`src/hw/xb_pkg.sv`:
```
// Constants, op codes and register map of the external bus controller.
// Assumes a 32-bit classic Wishbone register port on a single clock.
package xb_pkg;

  // ==================== Register map ====================
  localparam logic [7:0] XB_CTRL_OFS = 8'h00;
  localparam logic [7:0] XB_ADDR_OFS = 8'h04;
  localparam logic [7:0] XB_WDATA_OFS = 8'h08;
  localparam logic [7:0] XB_CMD_OFS = 8'h0C;
  localparam logic [7:0] XB_STAT_OFS = 8'h10;
  localparam logic [7:0] XB_RDATA_OFS = 8'h14;
  localparam logic [7:0] XB_COUNT_OFS = 8'h18;

  // ==================== Control fields ====================
  localparam int XB_CTRL_INT_EN = 0;
  localparam int XB_CTRL_CLK_OUT = 1;
  localparam int XB_CTRL_EV_CNT = 2;
  localparam int XB_CTRL_STATIC = 3;
  localparam logic [3:0] XB_CTRL_RST = 4'h0;

  // ==================== Command codes ====================
  localparam logic [2:0] XB_CMD_FETCH = 3'h1;
  localparam logic [2:0] XB_CMD_XRD = 3'h2;
  localparam logic [2:0] XB_CMD_XWR = 3'h3;
  localparam logic [2:0] XB_CMD_BRD = 3'h4;
  localparam logic [2:0] XB_CMD_BWR = 3'h5;
  localparam logic [2:0] XB_CMD_EXRD = 3'h6;
  localparam logic [2:0] XB_CMD_EXWR = 3'h7;

  // ==================== Machine cycle phases ====================
  localparam logic [3:0] XB_MC_LAST = 4'hE;
  localparam logic [3:0] XB_ALE_END = 4'h3;
  localparam logic [3:0] XB_ADR_END = 4'h4;
  localparam logic [3:0] XB_STB_ON = 4'h5;
  localparam logic [3:0] XB_STB_OFF = 4'hD;
  localparam logic [3:0] XB_PSTB_OFF = 4'hC;
  localparam logic [3:0] XB_SMP_FETCH = 4'hB;
  localparam logic [3:0] XB_SMP_RD = 4'hC;
  localparam logic [1:0] XB_CLK_DIV_LAST = 2'h2;

  typedef enum logic [3:0] {
    XB_OP_NONE, XB_OP_FETCH, XB_OP_IFETCH, XB_OP_XRD, XB_OP_XWR,
    XB_OP_BRD, XB_OP_BWR, XB_OP_EXRD, XB_OP_EXWR
  } xb_op_t;

endpackage

```
`src/hw/xb_ctrl.sv`:
```
// External bus, strobe and pin control of a small 8-bit controller.
// Assumes a classic Wishbone master on clk_i; pins come from outside.
// What this block does
// Software reads or writes the data bus, pulsing read or write strobe.
// Data bus can be driven statically from a latch without strobes.
// Fetch drives low 8 address bits, then takes the byte under program strobe.
// Fetch shows the four high address bits on the port 2 nibble.
// Port 2 nibble doubles as expander bus, each transfer marked by its strobe.
// External data store puts address then data out, with latch and strobes.
// Read strobe pulses low on every bus read and external data read.
// Write strobe pulses low on every bus write and external data write.
// Exactly one address-latch pulse in every machine cycle.
// External memories latch address on the falling address-latch edge.
// Program strobe is active only on external program fetches.
// External-access input high sends every fetch to external memory.
// Single-step input with address latch lets logic step the core.
// Test input 0 is readable and can become a clock output.
// Test input 1 is readable and can feed the event counter.
// Low interrupt input requests only while enabled; level is readable.
// External interrupt is disabled after every reset.
// An interrupt source holds the input low three machine cycles.
// Low reset input initialises the block.
// Bus work is scheduled in whole machine cycles.
// Data bus is released while read or program strobe is active.
//
// Chosen here: register access over Wishbone and the register addresses.
`timescale 1ns/10ps
module xb_ctrl
  import xb_pkg::*;
(
  // Clock, reset, enable
  input wire logic clk_i,
  input wire logic nrst_i,
  input wire logic ce_i,
  // Wishbone slave
  input wire logic wb_cyc_i,
  input wire logic wb_stb_i,
  input wire logic wb_we_i,
  input wire logic [7:0] wb_adr_i,
  input wire logic [3:0] wb_sel_i,
  input wire logic [31:0] wb_dat_i,
  output logic [31:0] wb_dat_o,
  output logic wb_ack_o,
  // Data bus
  input wire logic [7:0] data_bus_lines_i,
  output logic [7:0] data_bus_lines_o,
  output logic data_bus_lines_oe_o,
  // Port 2 low nibble
  input wire logic [3:0] port2_low_nibble_i,
  output logic [3:0] port2_low_nibble_o,
  output logic port2_low_nibble_oe_o,
  // Strobes
  output logic ale_o,
  output logic program_store_strobe_n_o,
  output logic rd_n_o,
  output logic wr_n_o,
  output logic expander_strobe_n_o,
  // Control pins
  input wire logic external_access_in_i,
  input wire logic single_step_n_i,
  input wire logic test_input_zero_i,
  output logic test_input_zero_o,
  output logic test_input_zero_oe_o,
  input wire logic test_input_one_i,
  input wire logic int_n_i,
  output logic int_request_o
);
  import xb_pkg::*;

  typedef struct packed {
    logic ack;
    logic [3:0] ctrl;
    logic [11:0] addr;
    logic [7:0] wdata;
    logic [7:0] latch;
    logic [7:0] rdata;
    xb_op_t op;
    xb_op_t pend_op;
    logic pend;
    logic [3:0] phase;
    logic halted;
    logic int_fetch;
    logic [7:0] count;
    logic [1:0] clkdiv;
    logic [7:0] db_s1;
    logic [7:0] db_s2;
    logic [3:0] p2_s1;
    logic [3:0] p2_s2;
    logic tin0_s1;
    logic tin0_s2;
    logic tin1_s1;
    logic tin1_s2;
    logic tin1_d;
    logic int_s1;
    logic int_s2;
    logic xacc_s1;
    logic xacc_s2;
    logic ss_s1;
    logic ss_s2;
  } xb_state_t;

  xb_state_t st_reg;
  xb_state_t st_next;
  logic wr_hit;
  logic [31:0] wmask;
  logic [31:0] wval;
  logic busy;
  logic in_addr;
  logic in_stb;
  xb_op_t cmd_op;
  logic cmd_ok;

  // ==================== Bus decode ====================
  always_comb
  begin
    wr_hit = wb_cyc_i & wb_stb_i & wb_we_i & st_reg.ack;
    wmask = {{8{wb_sel_i[3]}}, {8{wb_sel_i[2]}}, {8{wb_sel_i[1]}}, {8{wb_sel_i[0]}}};
    wval = wb_dat_i & wmask;
    busy = st_reg.pend | (st_reg.op != XB_OP_NONE);
    in_addr = st_reg.phase < XB_ADR_END;
    in_stb = (st_reg.phase >= XB_STB_ON) & (st_reg.phase < XB_STB_OFF);
    cmd_ok = 1'b1;
    case (wb_dat_i[2:0])
      XB_CMD_FETCH: cmd_op = XB_OP_FETCH;
      XB_CMD_XRD: cmd_op = XB_OP_XRD;
      XB_CMD_XWR: cmd_op = XB_OP_XWR;
      XB_CMD_BRD: cmd_op = XB_OP_BRD;
      XB_CMD_BWR: cmd_op = XB_OP_BWR;
      XB_CMD_EXRD: cmd_op = XB_OP_EXRD;
      XB_CMD_EXWR: cmd_op = XB_OP_EXWR;
      default:
      begin
        cmd_op = XB_OP_NONE;
        cmd_ok = 1'b0;
      end
    endcase
  end

  // ==================== Next state ====================
  always_comb
  begin
    st_next = st_reg;
    // Pin synchronisers
    st_next.db_s1 = data_bus_lines_i;
    st_next.db_s2 = st_reg.db_s1;
    st_next.p2_s1 = port2_low_nibble_i;
    st_next.p2_s2 = st_reg.p2_s1;
    st_next.tin0_s1 = test_input_zero_i;
    st_next.tin0_s2 = st_reg.tin0_s1;
    st_next.tin1_s1 = test_input_one_i;
    st_next.tin1_s2 = st_reg.tin1_s1;
    st_next.tin1_d = st_reg.tin1_s2;
    st_next.int_s1 = int_n_i;
    st_next.int_s2 = st_reg.int_s1;
    st_next.xacc_s1 = external_access_in_i;
    st_next.xacc_s2 = st_reg.xacc_s1;
    st_next.ss_s1 = single_step_n_i;
    st_next.ss_s2 = st_reg.ss_s1;

    st_next.ack = wb_cyc_i & wb_stb_i & ~st_reg.ack;

    // Test 0 clock output divider
    if (st_reg.clkdiv == XB_CLK_DIV_LAST)
      st_next.clkdiv = 2'h0;
    else
      st_next.clkdiv = st_reg.clkdiv + 2'h1;

    // Event counter on falling test 1 edges
    if (st_reg.ctrl[XB_CTRL_EV_CNT] & st_reg.tin1_d & ~st_reg.tin1_s2)
      st_next.count = st_reg.count + 8'h01;

    // Machine cycle sequencer, halted at ALE while stepping
    if (st_reg.halted)
    begin
      if (st_reg.ss_s2)
        st_next.halted = 1'b0;
    end
    else if (st_reg.phase == XB_MC_LAST)
    begin
      st_next.phase = 4'h0;
      st_next.halted = ~st_reg.ss_s2;
      st_next.op = XB_OP_NONE;
      if (st_reg.pend)
      begin
        st_next.pend = 1'b0;
        st_next.op = st_reg.pend_op;
        if (st_reg.pend_op == XB_OP_FETCH)
        begin
          st_next.int_fetch = ~st_reg.xacc_s2;
          if (~st_reg.xacc_s2)
            st_next.op = XB_OP_IFETCH;
        end
        if (st_reg.pend_op == XB_OP_BWR)
          st_next.latch = st_reg.wdata;
      end
    end
    else
      st_next.phase = st_reg.phase + 4'h1;

    // Returned data capture
    case (st_reg.op)
      XB_OP_FETCH:
        if (st_reg.phase == XB_SMP_FETCH)
          st_next.rdata = st_reg.db_s2;
      XB_OP_XRD, XB_OP_BRD:
        if (st_reg.phase == XB_SMP_RD)
          st_next.rdata = st_reg.db_s2;
      XB_OP_EXRD:
        if (st_reg.phase == XB_SMP_RD)
          st_next.rdata = {4'h0, st_reg.p2_s2};
      default:
        st_next.rdata = st_reg.rdata;
    endcase

    // Register writes, taken at the acknowledging edge
    if (wr_hit)
    begin
      case (wb_adr_i)
        XB_CTRL_OFS:
          st_next.ctrl = (st_reg.ctrl & ~wmask[3:0]) | wval[3:0];
        XB_ADDR_OFS:
          st_next.addr = (st_reg.addr & ~wmask[11:0]) | wval[11:0];
        XB_WDATA_OFS:
          st_next.wdata = (st_reg.wdata & ~wmask[7:0]) | wval[7:0];
        XB_COUNT_OFS:
          st_next.count = (st_reg.count & ~wmask[7:0]) | wval[7:0];
        XB_CMD_OFS:
          if (wb_sel_i[0] & cmd_ok & ~busy)
          begin
            st_next.pend = 1'b1;
            st_next.pend_op = cmd_op;
          end
        default:
          st_next.ctrl = st_reg.ctrl;
      endcase
    end
  end

  // ==================== State register ====================
  always_ff @(posedge clk_i)
  begin
    if (!nrst_i)
    begin
      st_reg <= '0;
      st_reg.ctrl <= XB_CTRL_RST;
      st_reg.op <= XB_OP_NONE;
      st_reg.pend_op <= XB_OP_NONE;
      st_reg.db_s1 <= 8'hFF;
      st_reg.db_s2 <= 8'hFF;
      st_reg.int_s1 <= 1'b1;
      st_reg.int_s2 <= 1'b1;
      st_reg.ss_s1 <= 1'b1;
      st_reg.ss_s2 <= 1'b1;
    end
    else if (ce_i)
      st_reg <= st_next;
  end

  // ==================== Register read ====================
  always_comb
  begin
    wb_dat_o = 32'h0000_0000;
    wb_ack_o = st_reg.ack;
    case (wb_adr_i)
      XB_CTRL_OFS: wb_dat_o[3:0] = st_reg.ctrl;
      XB_ADDR_OFS: wb_dat_o[11:0] = st_reg.addr;
      XB_WDATA_OFS: wb_dat_o[7:0] = st_reg.wdata;
      XB_STAT_OFS:
        wb_dat_o[7:0] = {st_reg.int_fetch, st_reg.halted, st_reg.xacc_s2, int_request_o,
                         st_reg.int_s2, st_reg.tin1_s2, st_reg.tin0_s2, busy};
      XB_RDATA_OFS: wb_dat_o[7:0] = st_reg.rdata;
      XB_COUNT_OFS: wb_dat_o[7:0] = st_reg.count;
      default: wb_dat_o = 32'h0000_0000;
    endcase
  end

  // ==================== Pin drive ====================
  always_comb
  begin
    ale_o = (st_reg.phase < XB_ALE_END) | st_reg.halted;
    program_store_strobe_n_o = 1'b1;
    rd_n_o = 1'b1;
    wr_n_o = 1'b1;
    expander_strobe_n_o = 1'b1;
    data_bus_lines_o = st_reg.latch;
    data_bus_lines_oe_o = st_reg.ctrl[XB_CTRL_STATIC];
    port2_low_nibble_o = 4'h0;
    port2_low_nibble_oe_o = 1'b0;
    case (st_reg.op)
      XB_OP_FETCH:
      begin
        port2_low_nibble_o = st_reg.addr[11:8];
        port2_low_nibble_oe_o = 1'b1;
        data_bus_lines_o = st_reg.addr[7:0];
        data_bus_lines_oe_o = in_addr;
        program_store_strobe_n_o = ~((st_reg.phase >= XB_STB_ON) & (st_reg.phase < XB_PSTB_OFF));
      end
      XB_OP_XRD:
      begin
        data_bus_lines_o = st_reg.addr[7:0];
        data_bus_lines_oe_o = in_addr;
        rd_n_o = ~in_stb;
      end
      XB_OP_XWR:
      begin
        data_bus_lines_o = in_addr ? st_reg.addr[7:0] : st_reg.wdata;
        data_bus_lines_oe_o = 1'b1;
        wr_n_o = ~in_stb;
      end
      XB_OP_BRD:
      begin
        data_bus_lines_oe_o = 1'b0;
        rd_n_o = ~in_stb;
      end
      XB_OP_BWR:
      begin
        data_bus_lines_o = st_reg.wdata;
        data_bus_lines_oe_o = 1'b1;
        wr_n_o = ~in_stb;
      end
      XB_OP_EXRD, XB_OP_EXWR:
      begin
        expander_strobe_n_o = ~in_stb;
        port2_low_nibble_oe_o = (st_reg.phase < XB_STB_ON) | (st_reg.op == XB_OP_EXWR);
        port2_low_nibble_o = (st_reg.phase < XB_STB_ON) ? st_reg.addr[3:0] : st_reg.wdata[3:0];
      end
      default:
        data_bus_lines_o = st_reg.latch;
    endcase
    test_input_zero_o = (st_reg.clkdiv == 2'h0);
    test_input_zero_oe_o = st_reg.ctrl[XB_CTRL_CLK_OUT];
    int_request_o = st_reg.ctrl[XB_CTRL_INT_EN] & ~st_reg.int_s2;
  end

endmodule

```
`config.mk`:
```
export PLATFORM = sky130hd
export DESIGN_NAME = xb_ctrl
export DESIGN_NICKNAME = d
export VERILOG_FILES = /design/src/hw/xb_pkg.sv /design/src/hw/xb_ctrl.sv
export SDC_FILE = /design/constraint.sdc
export NUM_CORES = 1
export LEC_CHECK = 0
export ABC_AREA = 0
export BUFFER_PORTS_ARGS = -buffer_cell sky130_fd_sc_hd__buf_4
export CAP_MARGIN = 20
export CORE_MARGIN = 10
export CORE_UTILIZATION = 61
export CTS_BUF_LIST = sky130_fd_sc_hd__clkbuf_2
export DETAILED_ROUTE_END_ITERATION = 6
export PLACE_DENSITY = 0.95
export SYNTH_ARGS = -nofsm -noshare
export SYNTH_HDL_FRONTEND = slang
export SYNTH_SLANG_ARGS = --single-unit
```
`constraint.sdc`:
```
create_clock -name clk_i -period 5.7 [get_ports clk_i]
set_input_delay 1.14 -clock clk_i [delete_from_list [all_inputs] [get_ports clk_i]]
set_output_delay 1.14 -clock clk_i [all_outputs]
set_load 0.1 [all_outputs]
```
# == Word-level counts from Yosys, hierarchy flattened ==
# Cells that the tools add are included.
# classes
addsub,3
order_cmp,6
eq_ne,29
n_mux,37
n_bitwise,35
n_reduce_logical,18
# op_table
cell,count
$mux 8,7
$pmux 8 s3,2
$pmux 4 s7,1
$and 12x12->12,2
$eq 8x5->1 const B,3
$mux 4,6
$pmux 4 s6,1
$eq 4x3->1 const B,5
$pmux 4 s5,1
$and 8x8->8,2
$eq 4x4->1 const B,4
$eq 8x4->1 const B,2
$or 8x8->8,2
$reduce_and 5->1,3
$mux 1,13
$eq 3x3->1 const B,4
$not 12->12,1
$or 12x12->12,1
$reduce_and 3->1,4
$and 1x1->1,11
$not 1->1,9
$add 8x1->8 const B,1
$eq 4x1->1 const B,2
$eq 8x3->1 const B,1
30 further kinds,40
# word_totals
register_bits,101
out_inout_bits,55
elab_cells,157

# == Logic depth before layout (Yosys ltp) ==
# logic_depth
depth_word,8
mapped_depth,7

# == Worst setup path before layout ==
# OpenSTA, ideal clock, no wires.
# synth_timing
path_type,input-to-output
start,input port wb_adr_i[4]
end,output port wb_dat_o[1]
arrival_time_ns,4.062
slack_ns,0.498
stages,4
n_path_buf,2
path_cell_list,buf_1 > buf_1 > mux2i_1 > o21ai_0
# synth_via
elab_chain_cells,2
elab_cells_between_ends,7
cone_classes,eq/ne (5); mux (1); reduce/logical (1)
# synth_rtl
element,line_no,source
start: declaration,xb_ctrl.sv:39,"input wire logic [7:0] wb_adr_i,"
"$eq 8x5->1, or another cell as far along",xb_ctrl.sv:264,case (wb_adr_i)
$pmux 4 s6 (*),xb_ctrl.sv:264,
end: declaration,xb_ctrl.sv:42,"output logic [31:0] wb_dat_o,"
# Mark *: on every way between the ends. The rest lies on a longest branch, timed or not.

# == Final worst setup path ==
# layout_timing
start,input port wb_adr_i[1]
end,output port wb_dat_o[0]
# The elaborated chain is that of the path after synthesis.

==> out/qor.log <==
[grt] total track usage 21.8%
[clock_tree] CTS tree yes
[clock_tree] CTS root buf sky130_fd_sc_hd__clkbuf_2
[timing] RSZ-0062 raised after global routing no
[clock_tree] clock sinks 101
[placement] routability congestion estimate 0.962
[grt] largest net degree at the start of global routing 61
[timing] Worst Tran Pin Value 1.03 ns
[worst_setup_path] critical path launch point type input port
[floorplanning] # IOs 122
[worst_setup_path] Worst EP required 4.56 ns
[worst_setup_path] crit path cell chain buf_4 -> nor3b_2 -> nand3b_1 -> a221o_1 -> o21ai_0 -> buf_4
[grt] vias in the first global route 4747
[logic_synthesis] count of warnings emitted by yosys 0
[clock_tree] post-CTS setup buffer count 0
[logic_synthesis] count of different cell masters after synthesis 63
[logic_synthesis] cell types occupying the most area after synthesis sky130_fd_sc_hd__dfxtp_1 (37%), sky130_fd_sc_hd__mux2i_1 (13%), sky130_fd_sc_hd__nand2_1 (5.4%)
[grt] number of antenna violations at the first check in global routing 0
[cells_and_area] Layout Area Growth over Synthesis 11.1%
[timing] Final Max Slew Viols 0
[worst_setup_path] crit path DAT 2.84 ns
[logic_synthesis] combined area of all synthesized cells 5450 um2
[logic_synthesis] synthesized netlist cell count 645
[detailed_routing] Routed WL per cell 18.6 um
[floorplanning] core region area 8720 um2
[placement] placed wire-length estimate after detailed placement 10900 um
[clock_tree] number of clock buffers inserted by TritonCTS 9
[power] net switching fraction of the power 29.9%
[timing] final setup vio count 0
[logic_synthesis] Post-Synthesis Mean Instance Area 8.44 um2
[worst_setup_path] instance count on the critical path 6
[worst_setup_path] top fanout value on the critical path 9
[clock_tree] Clk Latency, worst-skew pair 0.60 ns
[power] total leakage power 2.44 nW
[clock_tree] CTS max path bufs 2
[cells_and_area] number of nets in the layout 754
[clock_tree] count of cells resized by post-cts repair 0
[worst_setup_path] crit-path leading delay family simple AND/OR/NAND/NOR gates
[timing] Final Cycle Share 69.9%
[power] Power Total 1.31 mW
[logic_synthesis] sequential element share of the synthesized area 37.1%
[power] power density over the cells 217 nW/um2
[logic_synthesis] number of enable flip-flop cells after synthesis 0
[floorplanning] Die Span X 114 um
[power] internal power component 921 uW
[placement] quantity of I/O buffers inserted on ports 79
[timing] total negative slack for setup checks 0 ns
[logic_synthesis] post-synthesis register bit count 101
[timing] Final Hold Viols 0
[hold_path] HP Class flip-flop to flip-flop
[logic_synthesis] proportion of register bits with asynchronous set or reset after synthesis 0%
[worst_setup_path] worst-path cell with the longest stage delay sky130_fd_sc_hd__nor3b_2
[logic_synthesis] area share of the largest cell type after synthesis 37.1%
[power] proportion of power drawn by combinational gates 14.0%
[floorplanning] number of placement rows 34
[worst_setup_path] Worst Path Class, Setup input port to primary output
[logic_synthesis] most used flip-flop cell after synthesis sky130_fd_sc_hd__dfxtp_1
[timing] final worst clock skew 0.0263 ns
[grt] global routing's busiest layer met2
[power] power share of the clock group 30.1%
[cells_and_area] count of inserted antenna diode cells 0
[hold_path] number of cells on the worst hold path 1
[detailed_routing] number of remaining DRC errors 0
[floorplanning] starting density of the core 62.4%
[clock_tree] hold_buf cts 0
[worst_setup_path] FF-to-FF Start st_reg[49]$_SDFFE_PN0P_
[power] switching component of the power 394 uW
[timing] maximum operating frequency 251 MHz
[grt] global-route wire length before repair 23600 um
[logic_synthesis] top cell type by total area after synthesis sky130_fd_sc_hd__dfxtp_1
[power] sequential group share of total power 55.9%
[detailed_routing] post-route ant nets 0
[worst_setup_path] type of element capturing the critical path primary output
[cells_and_area] fillers 662
[clock_tree] number of levels in the clock H-tree 3
[floorplanning] overall die area 13100 um2
[timing] shortest period the worst path allows 3.98 ns
[detailed_routing] vias post-DR 5145
[grt] Global Route met2 Usage 34.3%
[grt] met3 Use GR 5.56%
[detailed_routing] Routed Wire Length 14900 um
[detailed_routing] Via density 6.44
[grt] total gr overflow 0
[detailed_routing] Pre-Repair DR Iteration Count 6
[power] largest voltage drop on the vdd net 0.171 mV
[outcome] status finished, final reports clean
[detailed_routing] violation count after the first detailed-routing iteration 608
[worst_setup_path] cell with the most instances on the worst path sky130_fd_sc_hd__buf_4
[floorplanning] height of the die 114 um
[timing] max-slew headroom at the worst pin 31.3%
[hold_path] startpoint of the most critical hold path st_reg[0]$_SDFFE_PN1P_
[cells_and_area] share of post-route cells with drive strength above 1 17.4%
[worst_setup_path] Critical Path Source wb_adr_i[1]
[worst_setup_path] critical path buffer and inverter count 2
[worst_setup_path] Worst R2R Path Depth 4
[job] reported max-cap violation count 0
[worst_setup_path] highest cell delay on the worst timing path 0.55 ns
[clock_tree] clock transition time at the flip-flop clock pins of the worst setup and hold paths 0.26 ns
[grt] met1 routing resource usage after global routing 26.7%
==> metrics by stage <==
step	hold slack, ns	util, %	setup WS [ns]	instance area [um2]	std cells
after CTS	0.467	69.4	1.79	6050	799
final	0.463	69.4	1.72	6050	799
after floorplan	0.415	-	0.498	5520	664
after global placement	0.428	67.7	1.90	5910	783
after global routing	0.498	69.4	1.54	6050	799
after detailed placement	0.435	67.7	1.81	5910	783
==> area by class of cell <==
cell class	count	area (um2)	share of cell area [%]
Sequential cell	101	2020	33.4
Tap cell	108	135	2.23
Clock inverter	7	97.6	1.61
Timing Repair Buffer	82	616	10.2
Inverter	4	15.0	0.248
Multi-Input combinational cell	488	3120	51.6
Clock buffer	9	45.0	0.745
==> power by group through the flow <==
stage,sequential [mW],clock [mW],combinational (mW)
final,0.734,0.396,0.185
after global routing,0.737,0.429,0.194
after CTS,0.734,0.398,0.182
after detailed placement,0.747,0,0.182
after global placement,0.745,0,0.177
after floorplan,0.743,0,0.151
==> routing by layer <==
metal	vias up	routed length [um]
met5	-	0
met4	0	691
met3	67	1500
met2	331	7020
met1	2369	5640
li1	2378	-
==> Yosys cell counts (2+ instances only) <==
library cell / instances
sky130_fd_sc_hd__and2_1: 10
sky130_fd_sc_hd__clkbuf_1: 41
sky130_fd_sc_hd__nand3b_1: 8
sky130_fd_sc_hd__o31ai_1: 2
sky130_fd_sc_hd__buf_1: 5
sky130_fd_sc_hd__buf_2: 2
sky130_fd_sc_hd__o41ai_1: 3
sky130_fd_sc_hd__o21a_1: 2
sky130_fd_sc_hd__nor3_1: 10
sky130_fd_sc_hd__a22oi_1: 16
sky130_fd_sc_hd__nand2_1: 79
sky130_fd_sc_hd__inv_1: 3
sky130_fd_sc_hd__o22ai_1: 7
sky130_fd_sc_hd__a31oi_1: 6
sky130_fd_sc_hd__and3_1: 8
sky130_fd_sc_hd__mux2_4: 4
sky130_fd_sc_hd__o211ai_2: 2
sky130_fd_sc_hd__or4_1: 3
sky130_fd_sc_hd__buf_6: 2
sky130_fd_sc_hd__nor2_1: 36
sky130_fd_sc_hd__and4b_1: 2
sky130_fd_sc_hd__or3_1: 7
sky130_fd_sc_hd__xor2_1: 3
sky130_fd_sc_hd__mux2i_1: 72
sky130_fd_sc_hd__mux2_2: 6
sky130_fd_sc_hd__nand4_1: 9
sky130_fd_sc_hd__buf_4: 20
sky130_fd_sc_hd__o21ai_0: 38
sky130_fd_sc_hd__a311oi_1: 7
sky130_fd_sc_hd__xnor2_1: 3
sky130_fd_sc_hd__nand4b_1: 6
sky130_fd_sc_hd__a211oi_1: 2
sky130_fd_sc_hd__a21oi_1: 47
sky130_fd_sc_hd__nand3_1: 31
sky130_fd_sc_hd__dfxtp_1: 101
sky130_fd_sc_hd__nor2b_1: 7
sky130_fd_sc_hd__nand2b_1: 5
sky130_fd_sc_hd__o211ai_1: 5
==> logic make-up (layout without fill, tap and decap cells) <==
kind of cell	count (synthesis)	in the layout	share of synthesized area [%]
muxes	83	83	16.0
other	1	20	0.0689
xor gates and xnor gates	6	6	0.965
buffers and inverters	75	102	6.89
and+or+nand+nor	231	231	21.5
adders and majority gates	1	1	0.230
DFF	101	101	37.1
AOI/OAI and AO/OA	147	147	17.2
==> cell usage in the layout, fill, tap and decap left out, types with 3 or more instances in the layout <==
cell type / netlist / final
sky130_fd_sc_hd__dfxtp_1: 101 / 101
sky130_fd_sc_hd__buf_4: 20 / 82
sky130_fd_sc_hd__nand2_1: 79 / 79
sky130_fd_sc_hd__mux2i_1: 72 / 72
sky130_fd_sc_hd__a21oi_1: 47 / 47
sky130_fd_sc_hd__o21ai_0: 38 / 38
sky130_fd_sc_hd__nor2_1: 36 / 36
sky130_fd_sc_hd__nand3_1: 31 / 31
sky130_fd_sc_hd__conb_1: 1 / 20
sky130_fd_sc_hd__a22oi_1: 16 / 16
sky130_fd_sc_hd__nor3_1: 10 / 10
sky130_fd_sc_hd__and2_1: 10 / 10
sky130_fd_sc_hd__nand4_1: 9 / 9
sky130_fd_sc_hd__clkbuf_2: 1 / 9
sky130_fd_sc_hd__nand3b_1: 8 / 8
sky130_fd_sc_hd__and3_1: 8 / 8
sky130_fd_sc_hd__or3_1: 7 / 7
sky130_fd_sc_hd__nor2b_1: 7 / 7
sky130_fd_sc_hd__o22ai_1: 7 / 7
sky130_fd_sc_hd__a311oi_1: 7 / 7
sky130_fd_sc_hd__a31oi_1: 6 / 6
sky130_fd_sc_hd__mux2_2: 6 / 6
sky130_fd_sc_hd__nand4b_1: 6 / 6
sky130_fd_sc_hd__o211ai_1: 5 / 5
sky130_fd_sc_hd__nand2b_1: 5 / 5
sky130_fd_sc_hd__mux2_4: 4 / 4
sky130_fd_sc_hd__xnor2_1: 3 / 3
sky130_fd_sc_hd__or4_1: 3 / 3
sky130_fd_sc_hd__inv_1: 3 / 3
sky130_fd_sc_hd__xor2_1: 3 / 3
sky130_fd_sc_hd__o41ai_1: 3 / 3
==> worst paths after layout <==
path              slack (ns)                      end
hold / removal          0.46  st_reg[46]$_SDFFE_PN0P_
setup / recovery        1.72              wb_dat_o[0]
hold reg to reg         0.46  st_reg[46]$_SDFFE_PN0P_
setup reg to reg        3.40  st_reg[62]$_SDFFE_PN0P_
(Power assumes the default switching activity.)
